--- src/common/sbi_consts.svh ---
// constants for the system bus pin interface: register offsets, fields, resets
// assumes inclusion by bare name from the bench and the design files
`ifndef SBI_CONSTS_SVH
`define SBI_CONSTS_SVH

`define SBI_OFS_CTRL 12'h000
`define SBI_OFS_TX_DATA 12'h004
`define SBI_OFS_TX_CMD 12'h008
`define SBI_OFS_RX_DATA 12'h00c
`define SBI_OFS_RX_CMD 12'h010
`define SBI_OFS_STATUS 12'h014
`define SBI_OFS_CAUSE 12'h018

`define SBI_CTRL_GO 0
`define SBI_ST_RX_FULL 0
`define SBI_ST_CMD_FAULT 1
`define SBI_ST_CHK_FAULT 2
`define SBI_ST_NMI 3
`define SBI_ST_WARM 4
`define SBI_ST_AGENT_REQ 5
`define SBI_ST_AGENT_RDY 6
`define SBI_ST_BIG_END 8
`define SBI_ST_HALF_RATE 9
`define SBI_ST_PAR_FLOAT 10
`define SBI_CAUSE_INT_LO 10
`define SBI_CAUSE_INT_HI 14

`define SBI_RST_WORD 32'h0000_0000
`define SBI_RST_CMD 5'h00
`define SBI_DIV_FULL 2'h1
`define SBI_DIV_HALF 2'h2
`define SBI_SYNC_W 57
`define SBI_STRAP_AGE 2'h3

`endif

--- src/common/sbi_pkg.sv ---
// types for the system bus pin interface
// assumes sbi_consts.svh is on the include path
package sbi_pkg;
    typedef enum logic [1:0] {
        SBI_IDLE,
        SBI_REQ,
        SBI_DRIVE
    } sbi_state_t;
endpackage

--- src/hw/sbi_sync.sv ---
// two flip-flop synchroniser, one per bit
// assumes every input bit is asynchronous to clk
`timescale 1ns/1ps
`default_nettype none
module sbi_sync #(
    parameter int W = 1
) (
    input wire logic clk,
    input wire logic rst,
    input wire logic [W-1:0] d,
    output logic [W-1:0] q
);
    logic [W-1:0] meta_q;
    logic [W-1:0] meta_d;
    logic [W-1:0] q_d;

    genvar i;
    generate
        for (i = 0; i < W; i++) begin : g_bit
            always_comb begin
                meta_d[i] = d[i];
                q_d[i] = meta_q[i];
            end
        end
    endgenerate

    always_ff @(posedge clk) begin
        if (rst) begin
            meta_q <= '0;
            q <= '0;
        end else begin
            meta_q <= meta_d;
            q <= q_d;
        end
    end
endmodule
`default_nettype wire

--- src/hw/sbi_top.sv ---
// processor-side system bus pin interface with an apb register port
// assumes clk is the pipeline clock; every pin input is asynchronous to it
`timescale 1ns/1ps
`default_nettype none
`include "sbi_consts.svh"

// What this block does
// - 32-bit shared address/data bus, driven out or sampled in
// - 4-bit check bus travels with the address/data bus
// - 5-bit command/identifier bus in both directions
// - one parity line with even parity over the five command bits
// - processor valid only while driving valid address/data and command
// - processor request raised while it needs to issue
// - bus-ownership output high while the processor controls the bus
// - fault output on a command parity error
// - five interrupt inputs shown in cause bits 14 to 10
// - non-maskable interrupt input, no mask blocks it
// - full-initialization reset clears all internal state except the pin synchroniser flops, which only rst clears
// - warm reset raises a reset exception, state kept
// - clock echo output reproduces the reference clock
// - transmit clock output times the system interface
// - byte-order strap sampled at cold reset selects endian mode
// - rate-select strap chooses the transmit clock divisor
// - parity-float strap floats parity outputs and stops checking
// - pipeline clock runs at four times the reference clock; the bench runs clk at eight times
// - transmit clock runs at the divided interface clock rate
module sbi_top
    import sbi_pkg::*;
(
    input wire logic clk,
    input wire logic rst,
    input wire logic psel,
    input wire logic penable,
    input wire logic pwrite,
    input wire logic [11:0] paddr,
    input wire logic [31:0] pwdata,
    output logic [31:0] prdata,
    output logic pready,
    output logic pslverr,
    input wire logic [31:0] addr_data_bus_i,
    output logic [31:0] addr_data_bus_o,
    output logic addr_data_bus_oe,
    input wire logic [3:0] addr_data_check_i,
    output logic [3:0] addr_data_check_o,
    output logic addr_data_check_oe,
    input wire logic [4:0] cmd_id_bus_i,
    output logic [4:0] cmd_id_bus_o,
    output logic cmd_id_bus_oe,
    input wire logic cmd_id_parity_i,
    output logic cmd_id_parity_o,
    output logic cmd_id_parity_oe,
    input wire logic agent_valid,
    output logic proc_valid,
    input wire logic agent_request,
    output logic proc_request,
    output logic proc_owns_bus,
    input wire logic agent_ready,
    output logic fault,
    input wire logic [4:0] int_request,
    input wire logic nmi_request,
    input wire logic full_init_reset,
    input wire logic warm_reset,
    input wire logic ref_clock_in,
    output logic ref_clock_echo,
    output logic xmit_clock,
    input wire logic byte_order_select,
    input wire logic half_rate_select,
    input wire logic parity_float_select
);
    logic [`SBI_SYNC_W-1:0] raw;
    logic [`SBI_SYNC_W-1:0] syn;
    logic valid_s, req_s, rdy_s, par_s, nmi_s, warm_s, init_s, ref_s;
    logic big_s, half_s, float_s;
    logic [4:0] cmd_s;
    logic [4:0] int_s;
    logic [31:0] data_s;
    logic [3:0] chk_s;
    logic init;

    // every pin input passes two flops before use
    assign raw = {agent_valid, agent_request, agent_ready, cmd_id_parity_i, cmd_id_bus_i,
                  addr_data_bus_i, addr_data_check_i, int_request, nmi_request, warm_reset,
                  full_init_reset, ref_clock_in, byte_order_select, half_rate_select,
                  parity_float_select};

    sbi_sync #(.W(`SBI_SYNC_W)) u_sync (
        .clk(clk),
        .rst(rst),
        .d(raw),
        .q(syn)
    );

    assign {valid_s, req_s, rdy_s, par_s, cmd_s, data_s, chk_s, int_s, nmi_s, warm_s,
            init_s, ref_s, big_s, half_s, float_s} = syn;

    assign init = rst | init_s;

    // straps, loaded until the synchroniser has refilled after a reset, then frozen
    logic [1:0] strap_age_q, strap_age_d;
    logic big_q, big_d, half_q, half_d, float_q, float_d;

    always_comb begin
        strap_age_d = strap_age_q;
        big_d = big_q;
        half_d = half_q;
        float_d = float_q;
        if (strap_age_q != `SBI_STRAP_AGE) begin
            strap_age_d = strap_age_q + 2'h1;
            big_d = big_s;
            half_d = half_s;
            float_d = float_s;
        end
    end

    always_ff @(posedge clk) begin
        if (init) begin
            strap_age_q <= 2'h0;
            big_q <= 1'b0;
            half_q <= 1'b0;
            float_q <= 1'b0;
        end else begin
            strap_age_q <= strap_age_d;
            big_q <= big_d;
            half_q <= half_d;
            float_q <= float_d;
        end
    end

    // clock outputs; clk stands in for the pipeline clock, 8x the reference in the bench
    logic echo_q, echo_d, xclk_q, xclk_d;
    logic [1:0] div_cnt_q, div_cnt_d;
    logic [1:0] div;

    always_comb begin
        div = half_q ? `SBI_DIV_HALF : `SBI_DIV_FULL;
        echo_d = ref_s;
        div_cnt_d = div_cnt_q + 2'h1;
        xclk_d = xclk_q;
        if (div_cnt_d >= div) begin
            div_cnt_d = 2'h0;
            xclk_d = ~xclk_q;
        end
    end

    always_ff @(posedge clk) begin
        if (init) begin
            echo_q <= 1'b0;
            xclk_q <= 1'b0;
            div_cnt_q <= 2'h0;
        end else begin
            echo_q <= echo_d;
            xclk_q <= xclk_d;
            div_cnt_q <= div_cnt_d;
        end
    end

    assign ref_clock_echo = echo_q;
    assign xmit_clock = xclk_q;

    // apb decode
    logic setup, wr_acc;
    assign setup = psel & ~penable;
    assign wr_acc = psel & penable & pwrite;
    assign pready = 1'b1;

    logic mapped;
    always_comb begin
        unique case (paddr)
            `SBI_OFS_CTRL, `SBI_OFS_TX_DATA, `SBI_OFS_TX_CMD, `SBI_OFS_RX_DATA,
            `SBI_OFS_RX_CMD, `SBI_OFS_STATUS, `SBI_OFS_CAUSE: mapped = 1'b1;
            default: mapped = 1'b0;
        endcase
    end
    assign pslverr = psel & penable & ~mapped;

    // issue sequencer and link registers
    sbi_state_t st_q, st_d;
    logic [31:0] tx_data_q, tx_data_d, rx_data_q, rx_data_d;
    logic [4:0] tx_cmd_q, tx_cmd_d, rx_cmd_q, rx_cmd_d;
    logic [31:0] out_q, out_d;
    logic [3:0] out_chk_q, out_chk_d;
    logic [4:0] out_cmd_q, out_cmd_d;
    logic out_par_q, out_par_d;
    logic valid_prev_q, nmi_prev_q, warm_prev_q;
    logic rx_full_q, rx_full_d, cmd_flt_q, cmd_flt_d, chk_flt_q, chk_flt_d;
    logic nmi_q, nmi_d, warm_q, warm_d;
    logic [31:0] prdata_q, prdata_d;
    logic [31:0] tx_swap, rx_swap;
    logic [3:0] rx_lane_par, tx_lane_par;
    logic rx_word, clr;

    assign tx_swap = big_q ? {tx_data_q[7:0], tx_data_q[15:8], tx_data_q[23:16],
                              tx_data_q[31:24]} : tx_data_q;
    assign rx_swap = big_q ? {data_s[7:0], data_s[15:8], data_s[23:16], data_s[31:24]}
                           : data_s;

    genvar g;
    generate
        for (g = 0; g < 4; g++) begin : g_lane
            assign tx_lane_par[g] = ^tx_swap[8*g +: 8];
            assign rx_lane_par[g] = ^data_s[8*g +: 8];
        end
    endgenerate

    // a word arrives on the rising edge of the agent's valid, bus not ours
    assign rx_word = valid_s & ~valid_prev_q & (st_q != SBI_DRIVE);
    assign clr = wr_acc & (paddr == `SBI_OFS_STATUS);

    always_comb begin
        st_d = st_q;
        tx_data_d = tx_data_q;
        tx_cmd_d = tx_cmd_q;
        out_d = out_q;
        out_chk_d = out_chk_q;
        out_cmd_d = out_cmd_q;
        out_par_d = out_par_q;
        if (wr_acc && paddr == `SBI_OFS_TX_DATA) begin
            tx_data_d = pwdata;
        end
        if (wr_acc && paddr == `SBI_OFS_TX_CMD) begin
            tx_cmd_d = pwdata[4:0];
        end
        unique case (st_q)
            SBI_IDLE: begin
                if (wr_acc && paddr == `SBI_OFS_CTRL && pwdata[`SBI_CTRL_GO]) begin
                    st_d = SBI_REQ;
                end
            end
            SBI_REQ: begin
                // wait for the agent to be ready and not asking for itself
                if (rdy_s && !req_s) begin
                    st_d = SBI_DRIVE;
                    out_d = tx_swap;
                    out_chk_d = tx_lane_par;
                    out_cmd_d = tx_cmd_q;
                    out_par_d = ^tx_cmd_q;
                end
            end
            SBI_DRIVE: begin
                st_d = SBI_IDLE;
            end
        endcase
    end

    always_comb begin
        rx_data_d = rx_data_q;
        rx_cmd_d = rx_cmd_q;
        rx_full_d = rx_full_q;
        cmd_flt_d = cmd_flt_q;
        chk_flt_d = chk_flt_q;
        nmi_d = nmi_q;
        warm_d = warm_q;
        // write-one-to-clear first, so a same-cycle event still sets
        if (clr) begin
            rx_full_d = rx_full_q & ~pwdata[`SBI_ST_RX_FULL];
            cmd_flt_d = cmd_flt_q & ~pwdata[`SBI_ST_CMD_FAULT];
            chk_flt_d = chk_flt_q & ~pwdata[`SBI_ST_CHK_FAULT];
            nmi_d = nmi_q & ~pwdata[`SBI_ST_NMI];
            warm_d = warm_q & ~pwdata[`SBI_ST_WARM];
        end
        if (rx_word) begin
            rx_data_d = rx_swap;
            rx_cmd_d = cmd_s;
            rx_full_d = 1'b1;
            if (!float_q && (par_s != ^cmd_s)) begin
                cmd_flt_d = 1'b1;
            end
            if (!float_q && (chk_s != rx_lane_par)) begin
                chk_flt_d = 1'b1;
            end
        end
        if (nmi_s && !nmi_prev_q) begin
            nmi_d = 1'b1;
        end
        if (warm_s && !warm_prev_q) begin
            warm_d = 1'b1;
        end
    end

    always_comb begin
        prdata_d = prdata_q;
        if (setup) begin
            prdata_d = `SBI_RST_WORD;
            unique case (paddr)
                `SBI_OFS_CTRL: prdata_d[`SBI_CTRL_GO] = (st_q != SBI_IDLE);
                `SBI_OFS_TX_DATA: prdata_d = tx_data_q;
                `SBI_OFS_TX_CMD: prdata_d[4:0] = tx_cmd_q;
                `SBI_OFS_RX_DATA: prdata_d = rx_data_q;
                `SBI_OFS_RX_CMD: prdata_d[4:0] = rx_cmd_q;
                `SBI_OFS_STATUS: begin
                    prdata_d[`SBI_ST_RX_FULL] = rx_full_q;
                    prdata_d[`SBI_ST_CMD_FAULT] = cmd_flt_q;
                    prdata_d[`SBI_ST_CHK_FAULT] = chk_flt_q;
                    prdata_d[`SBI_ST_NMI] = nmi_q;
                    prdata_d[`SBI_ST_WARM] = warm_q;
                    prdata_d[`SBI_ST_AGENT_REQ] = req_s;
                    prdata_d[`SBI_ST_AGENT_RDY] = rdy_s;
                    prdata_d[`SBI_ST_BIG_END] = big_q;
                    prdata_d[`SBI_ST_HALF_RATE] = half_q;
                    prdata_d[`SBI_ST_PAR_FLOAT] = float_q;
                end
                `SBI_OFS_CAUSE: prdata_d[`SBI_CAUSE_INT_HI:`SBI_CAUSE_INT_LO] = int_s;
                default: prdata_d = `SBI_RST_WORD;
            endcase
        end
    end

    // warm reset keeps everything; only rst or full init clears state
    always_ff @(posedge clk) begin
        if (init) begin
            st_q <= SBI_IDLE;
            tx_data_q <= `SBI_RST_WORD;
            tx_cmd_q <= `SBI_RST_CMD;
            rx_data_q <= `SBI_RST_WORD;
            rx_cmd_q <= `SBI_RST_CMD;
            out_q <= `SBI_RST_WORD;
            out_chk_q <= 4'h0;
            out_cmd_q <= `SBI_RST_CMD;
            out_par_q <= 1'b0;
            valid_prev_q <= 1'b0;
            nmi_prev_q <= 1'b0;
            warm_prev_q <= 1'b0;
            rx_full_q <= 1'b0;
            cmd_flt_q <= 1'b0;
            chk_flt_q <= 1'b0;
            nmi_q <= 1'b0;
            warm_q <= 1'b0;
            prdata_q <= `SBI_RST_WORD;
        end else begin
            st_q <= st_d;
            tx_data_q <= tx_data_d;
            tx_cmd_q <= tx_cmd_d;
            rx_data_q <= rx_data_d;
            rx_cmd_q <= rx_cmd_d;
            out_q <= out_d;
            out_chk_q <= out_chk_d;
            out_cmd_q <= out_cmd_d;
            out_par_q <= out_par_d;
            valid_prev_q <= valid_s;
            nmi_prev_q <= nmi_s;
            warm_prev_q <= warm_s;
            rx_full_q <= rx_full_d;
            cmd_flt_q <= cmd_flt_d;
            chk_flt_q <= chk_flt_d;
            nmi_q <= nmi_d;
            warm_q <= warm_d;
            prdata_q <= prdata_d;
        end
    end

    assign prdata = prdata_q;
    assign proc_request = (st_q == SBI_REQ);
    assign proc_owns_bus = (st_q == SBI_DRIVE);
    assign proc_valid = (st_q == SBI_DRIVE);
    assign addr_data_bus_o = out_q;
    assign addr_data_bus_oe = (st_q == SBI_DRIVE);
    assign cmd_id_bus_o = out_cmd_q;
    assign cmd_id_bus_oe = (st_q == SBI_DRIVE);
    assign addr_data_check_o = out_chk_q;
    assign addr_data_check_oe = (st_q == SBI_DRIVE) & ~float_q;
    assign cmd_id_parity_o = out_par_q;
    assign cmd_id_parity_oe = (st_q == SBI_DRIVE) & ~float_q;
    assign fault = cmd_flt_q;
endmodule
`default_nettype wire
--- config.mk ---
export PLATFORM = sky130hd
export DESIGN_NAME = sbi_top
export DESIGN_NICKNAME = d
export VERILOG_FILES = /design/src/common/sbi_pkg.sv /design/src/hw/sbi_sync.sv /design/src/hw/sbi_top.sv
export VERILOG_INCLUDE_DIRS = /design/src /design/src/common
export SDC_FILE = /design/constraint.sdc
export NUM_CORES = 1
export LEC_CHECK = 0
export BUFFER_PORTS_ARGS = -buffer_cell sky130_fd_sc_hd__buf_2
export CAP_MARGIN = 20
export CORE_ASPECT_RATIO = 0.9
export CORE_MARGIN = 1.5
export CORE_UTILIZATION = 43
export DETAILED_ROUTE_END_ITERATION = 10
export GPL_TIMING_DRIVEN = 0
export PLACE_DENSITY_LB_ADDON = 0.15
export SLEW_MARGIN = 20
export SYNTH_ARGS = -nofsm -noshare
export SYNTH_HDL_FRONTEND = slang
export SYNTH_SLANG_ARGS = --single-unit
--- constraint.sdc ---
create_clock -name clk -period 5.75 [get_ports clk]
set_input_delay 0.575 -clock clk [delete_from_list [all_inputs] [get_ports clk]]
set_output_delay 0.575 -clock clk [all_outputs]
set_load 0.01 [all_outputs]
## Yosys cells after proc, flatten, opt, wreduce, memory -nomap -nowiden

Index checks and enable logic that the tools add are counted.

| word-level totals | value |
|---|---|
| flip-flop bits (word level) | 281 |
| memory bits (read-only) | 0 |
| output and inout bits | 86 |
| bits in writable memories | 0 |
| latch bits | 0 |
| logic and storage cells | 128 |
| memories kept | 0 |

| cells by class | value |
|---|---|
| divide/modulo/power cells | 0 |
| mux-type cells | 27 |
| equal/unequal tests | 14 |
| shift operators | 0 |
| add/subtract/negate cells | 2 |
| bitwise operators | 24 |
| order comparisons | 1 |
| reduce and logical (&&, ||, !) cells | 33 |
| multiply operators | 0 |

Operator list:

| cell | count |
|---|---|
| $mux W32 | 2 |
| $reduce_xor A8 Y1 | 8 |
| $eq A12 B5 Y1 const B | 3 |
| $pmux W17 S2 | 1 |
| $eq A12 B4 Y1 const B | 2 |
| $pmux W4 S5 | 1 |
| $pmux W2 S3 | 3 |
| $and A1 B1 Y1 | 13 |
| $mux W1 | 13 |
| $eq A12 B3 Y1 const B | 1 |
| $logic_not A12 Y1 | 1 |
| $pmux W4 S3 | 1 |
| $not A1 Y1 | 10 |
| $reduce_xor A5 Y1 | 2 |
| $logic_and A1 B1 Y1 | 9 |
| $reduce_bool A2 Y1 | 4 |
| $reduce_or A7 Y1 | 1 |
| $mux W2 | 3 |
| $ne A2 B2 Y1 const B | 3 |
| $pmux W1 S6 | 1 |
| $add A2 B1 Y2 const B | 2 |
| $logic_not A1 Y1 | 4 |
| $ne A4 B4 Y1 | 1 |
| $pmux W1 S4 | 1 |
| 10 further kinds | 11 |

## Logic depth before layout (Yosys ltp)

| logic depth | value |
|---|---|
| word-level depth | 6 |
| mapped depth | 8 |
| depth with buffers taken out | 7 |

## Cells and area by module

From an unflattened synthesis, not the netlist that was laid out.

| second synthesis, totals | value |
|---|---|
| cell total of the unflattened synthesis | 1136 |
| area total of the unflattened synthesis | 10955.5 µm² |

Modules (own cells, without submodules):

| module | area each (µm²) | times used | cells each |
|---|---|---|---|
| sbi_top | 7882.6 | 1 | 896 |
| sbi_sync | 3072.9 | 1 | 240 |

## Worst setup path before layout

Ideal clock, no wire load.

| path | value |
|---|---|
| path type | input to output |
| from | input port paddr[9] |
| to | output port pslverr |
| stages on the path | 4 |
| arrival | 1.597 ns |
| required time | 5.175 ns |
| slack | 3.578 ns |
| buffers on the path | 1 |
| cells stage by stage | or4_4 -> and3b_2 -> buf_6 -> a21oi_1 |

| on the way | value |
|---|---|
| word-level cells in the longest chain between the ends | 5 |

Ends and longest elaborated chain:

| element | line | text |
|---|---|---|
| from (decl) | sbi_top.sv:35 | `input wire logic [11:0] paddr,` |
| $eq A12 B5 Y1, or another cell as far along | sbi_top.sv:168 | `unique case (paddr)` |
| $reduce_or A7 Y1 (*) | sbi_top.sv:168 |  |
| $mux W1 (*) | sbi_top.sv:168 |  |
| $not A1 Y1 (*) | sbi_top.sv:174 | `assign pslverr = psel & penable & ~mapped;` |
| $and A1 B1 Y1 (*) | sbi_top.sv:174 |  |
| to (decl) | sbi_top.sv:39 | `output logic pslverr,` |

Mark *: on every way between the ends. The rest lies on a longest branch, timed or not.

## Final worst setup path

Ends and elaborated chain as after synthesis.

==> impl_metrics.csv <==
group,metric,value,unit
outcome,outcome,"finished clean",
place,dp_hpwl,22900,um
logic_synthesis,synthesis.area,11000,um2
sta,setup_viol,0,
sta,period_needed,2.51,ns
run,cap_violations,0,
cts,cts.sinks,281,
floorplanning,core-area,25100,um2
setup_path,worstPathMaxFanout,10,
setup_path,startpoint,"paddr[9]",
setup_path,setup.worst_path.end,"pslverr",
power,max-vdd-ir-drop,0.000278,V
drt,drc,0,
logic_synthesis,synth_warnings,0,
floorplanning,die_area,26500,um2
drt,drt_iter0_markers,517,
cts,cts_buffers,29,
drt,vias,8712,
power,netSwitchingFraction,0.223,
global_routing,grt_pass1_wl,44900,um
place,place_ws,3.23,ns
global_routing,antenna_found_initial,0,
floorplanning,rows,55,
floorplanning,num_io_pins,192,
place,dp_cells,1697,
drt,drtAntennaViolNets,0,
sta,setup_tns,0,ns
setup_path,cp-start-kind,"input pin",
logic_synthesis,synth_cell_types,45,
sta,fmax,398,MHz
setup_path,end_kind,"primary output",
cts,hold_buffers,0,
drt,drt-pass1-iter-count,8,
place,place_congestion,0.861,
logic_synthesis,async_reset_ff_frac,0,
logic_synthesis,synth-edff-count,0,
power,p_int,3390,uW
setup_path,rr_endpoint,"rx_data_q[0]",
logic_synthesis,ys_ff_latch,281,
cts,cts_tree,"yes",
sta,postLayoutSetupSlackWorst,3.24,ns
cts,clock_path_buffers,3,
finish,fin_nets,1498,
power,p_leak,0.00520,uW
drt,wirelength,29600,um
cts,clkTransAtPathRegs,0.06,ns
logic_synthesis,synth_top_area_frac,0.512,
cts,post_cts_buffers,0,
logic_synthesis,synth_common_cells,"dfxtp_1, nor2_1, nor2b_1, nand2_1, mux2i_1",
global_routing,grt_pass1_vias,8144,
sta,fin_crit_sh,0.437,
drt,vias_per_cell,4.98,
finish,synthToLayoutAreaGrowth,22.3,%
logic_synthesis,synthCells,1165,
place,port_buffers,190,
logic_synthesis,synth_most_common_cell,"dfxtp_1",
global_routing,grt_max_degree,16,
setup_path,reg2regPathDepth,8,
finish,final_layout_size_suffix_gt1_frac,0.192,
setup_path,reg2reg_slack,3.33,ns
finish,antenna_cells,0,
sta,grt_setup_unrepaired,"no",
logic_synthesis,yosys.area.top_type,"dfxtp_1",
logic_synthesis,synth_fp_nets,1277,
finish,design_area,13400,um2
floorplanning,die_y,155,um
cts,ctsHtreeMaxLevel,1,
finish,layout.cells.non_filler,1751,
sta,hold_violations,0,
finish,utilization,0.535,
place,placed_area,12400,um2
logic_synthesis,synth_area_leaders,"dfxtp_1, mux2i_1, nor2b_1, xnor2_1, a211oi_1",
global_routing,grt_util_all_layers,0.220,
logic_synthesis,synthFlopType,"dfxtp_1",
cts,root_buffer,"clkbuf_16",
power,clockPowerShare,0.469,
power,power_density,325,nW/um2
power,power_frac_comb,0.063,
sta,clock_skew,0.0100,ns
cts,clock_latency,0.55,ns
drt,wl_per_cell,16.9,um
setup_path,arrival,1.94,ns
worst_hold_path,holdCritPathClass,"in -> reg",
cts,cts_resized,0,
sta,relSlewSlack,0.391,
global_routing,overflow,0,
power,p_sw,977,uW
setup_path,worstSetupPathType,"in -> out",
floorplanning,die_x,172,um
logic_synthesis,syn_area_per_cell,9.44,um2
sta,worst_pin_slew,0.914,ns
setup_path,r2r_start,"st_q[0]",
setup_path,critical_path_required,5.18,ns
power,p_seq_frac,0.468,
floorplanning,initial_core_util,0.438,
logic_synthesis,synth_seq_area_share,0.512,
sta,slew_viol_final,0,
[worst max-delay path, stage by stage]
cell	delay (ns)
buf_2	0.10
or4_4	0.56
and3b_2	0.30
buf_6	0.16
a21oi_1	0.10
buf_2	0.15
[metrics by stage]
step	power (uW)	hold WS [ns]
global route	4510	0.215
detailed placement	2360	0.417
floorplan	2250	0.406
global placement	2360	0.412
finish	4370	0.233
CTS	4400	0.214
[final cells by class]
class / instances / area, um2
multi-input combinational: 775 / 4900
sequential: 281 / 5630
clock buffer: 37 / 806
clock inverter: 17 / 262
fill: 2381 / 11700
timing repair buffer: 190 / 951
buffer: 99 / 429
tap: 342 / 428
inverter: 10 / 37.5
[metal layers]
layer	up-vias	track usage	routed length (um)
li1	4355	-	-
met1	4046	0.300	13700
met2	256	0.358	13300
met3	55	0.0348	1740
met4	0	0.0677	903
met5	-	0	0
[power groups by stage]
stage                     Sequential (uW)  Clock (uW)  Combinational [uW]
final                                2040        2050                 274
after global routing                 2050        2160                 301
after CTS                            2050        2080                 276
after detailed placement             2090           0                 275
after global placement               2090           0                 273
after floorplan                      2080           0                 167
[cell families (layout without fill, tap and decap cells)]
family / after synthesis / after routing / synth area share
other: 1 / 1 / 0.000341
xor gates and xnor gates: 80 / 80 / 0.0637
buffers and inverters: 109 / 353 / 0.0425
DFF: 281 / 281 / 0.512
AOI/OAI and AO/OA: 220 / 220 / 0.130
and+or+nand+nor: 383 / 383 / 0.167
adders and majority gates: 6 / 6 / 0.00683
muxes: 85 / 85 / 0.0776
[registers in the layout, summed over array words and instances (netlist names), 4 cells and up]
name and count:
tx_cmd_q 5, addr_data_bus_o 32, u_sync.q 57, rx_cmd_q 5, addr_data_check_o 4, rx_data_q 32
tx_data_q 32, prdata 32, cmd_id_bus_o 5, u_sync.meta_q 57
[worst min path at each step]
stage	depth (start not counted)	from	slack [ns]	to
finish	2	addr_data_bus_i[23]	0.23	u_sync.meta_q[39]
CTS	2	addr_data_bus_i[18]	0.21	u_sync.meta_q[34]
floorplan	1	u_sync.q[3]	0.41	ref_clock_echo
global placement	1	u_sync.q[3]	0.41	ref_clock_echo
detailed placement	1	u_sync.q[3]	0.42	ref_clock_echo
global route	2	addr_data_bus_i[18]	0.22	u_sync.meta_q[34]
[cell usage in the layout (no fill, tap or decap), types with 3 or more instances in the layout]
master / synthesis / layout
xor2_1: 19 / 19
buf_6: 3 / 3
bufinv_16: 0 / 6
clkinv_4: 0 / 4
mux2i_1: 83 / 83
clkbuf_1: 70 / 73
clkbuf_16: 0 / 29
nor3_1: 3 / 3
a21oi_1: 68 / 68
a2bb2oi_1: 7 / 7
nor2b_1: 120 / 120
nand2_1: 101 / 101
clkinv_2: 0 / 3
buf_4: 6 / 6
a22oi_1: 10 / 10
o22ai_1: 3 / 3
a221oi_1: 18 / 18
nor2_1: 129 / 129
and2_1: 8 / 8
a32oi_1: 4 / 4
clkinvlp_4: 0 / 3
and3_1: 3 / 3
xnor2_1: 61 / 61
nand3_1: 3 / 3
buf_2: 10 / 200
clkbuf_8: 0 / 5
nand2b_1: 6 / 6
o21ai_0: 35 / 35
inv_1: 10 / 10
buf_1: 10 / 10
dfxtp_1: 281 / 281
ha_1: 6 / 6
a211oi_1: 68 / 68
(Power assumes the default switching activity.)
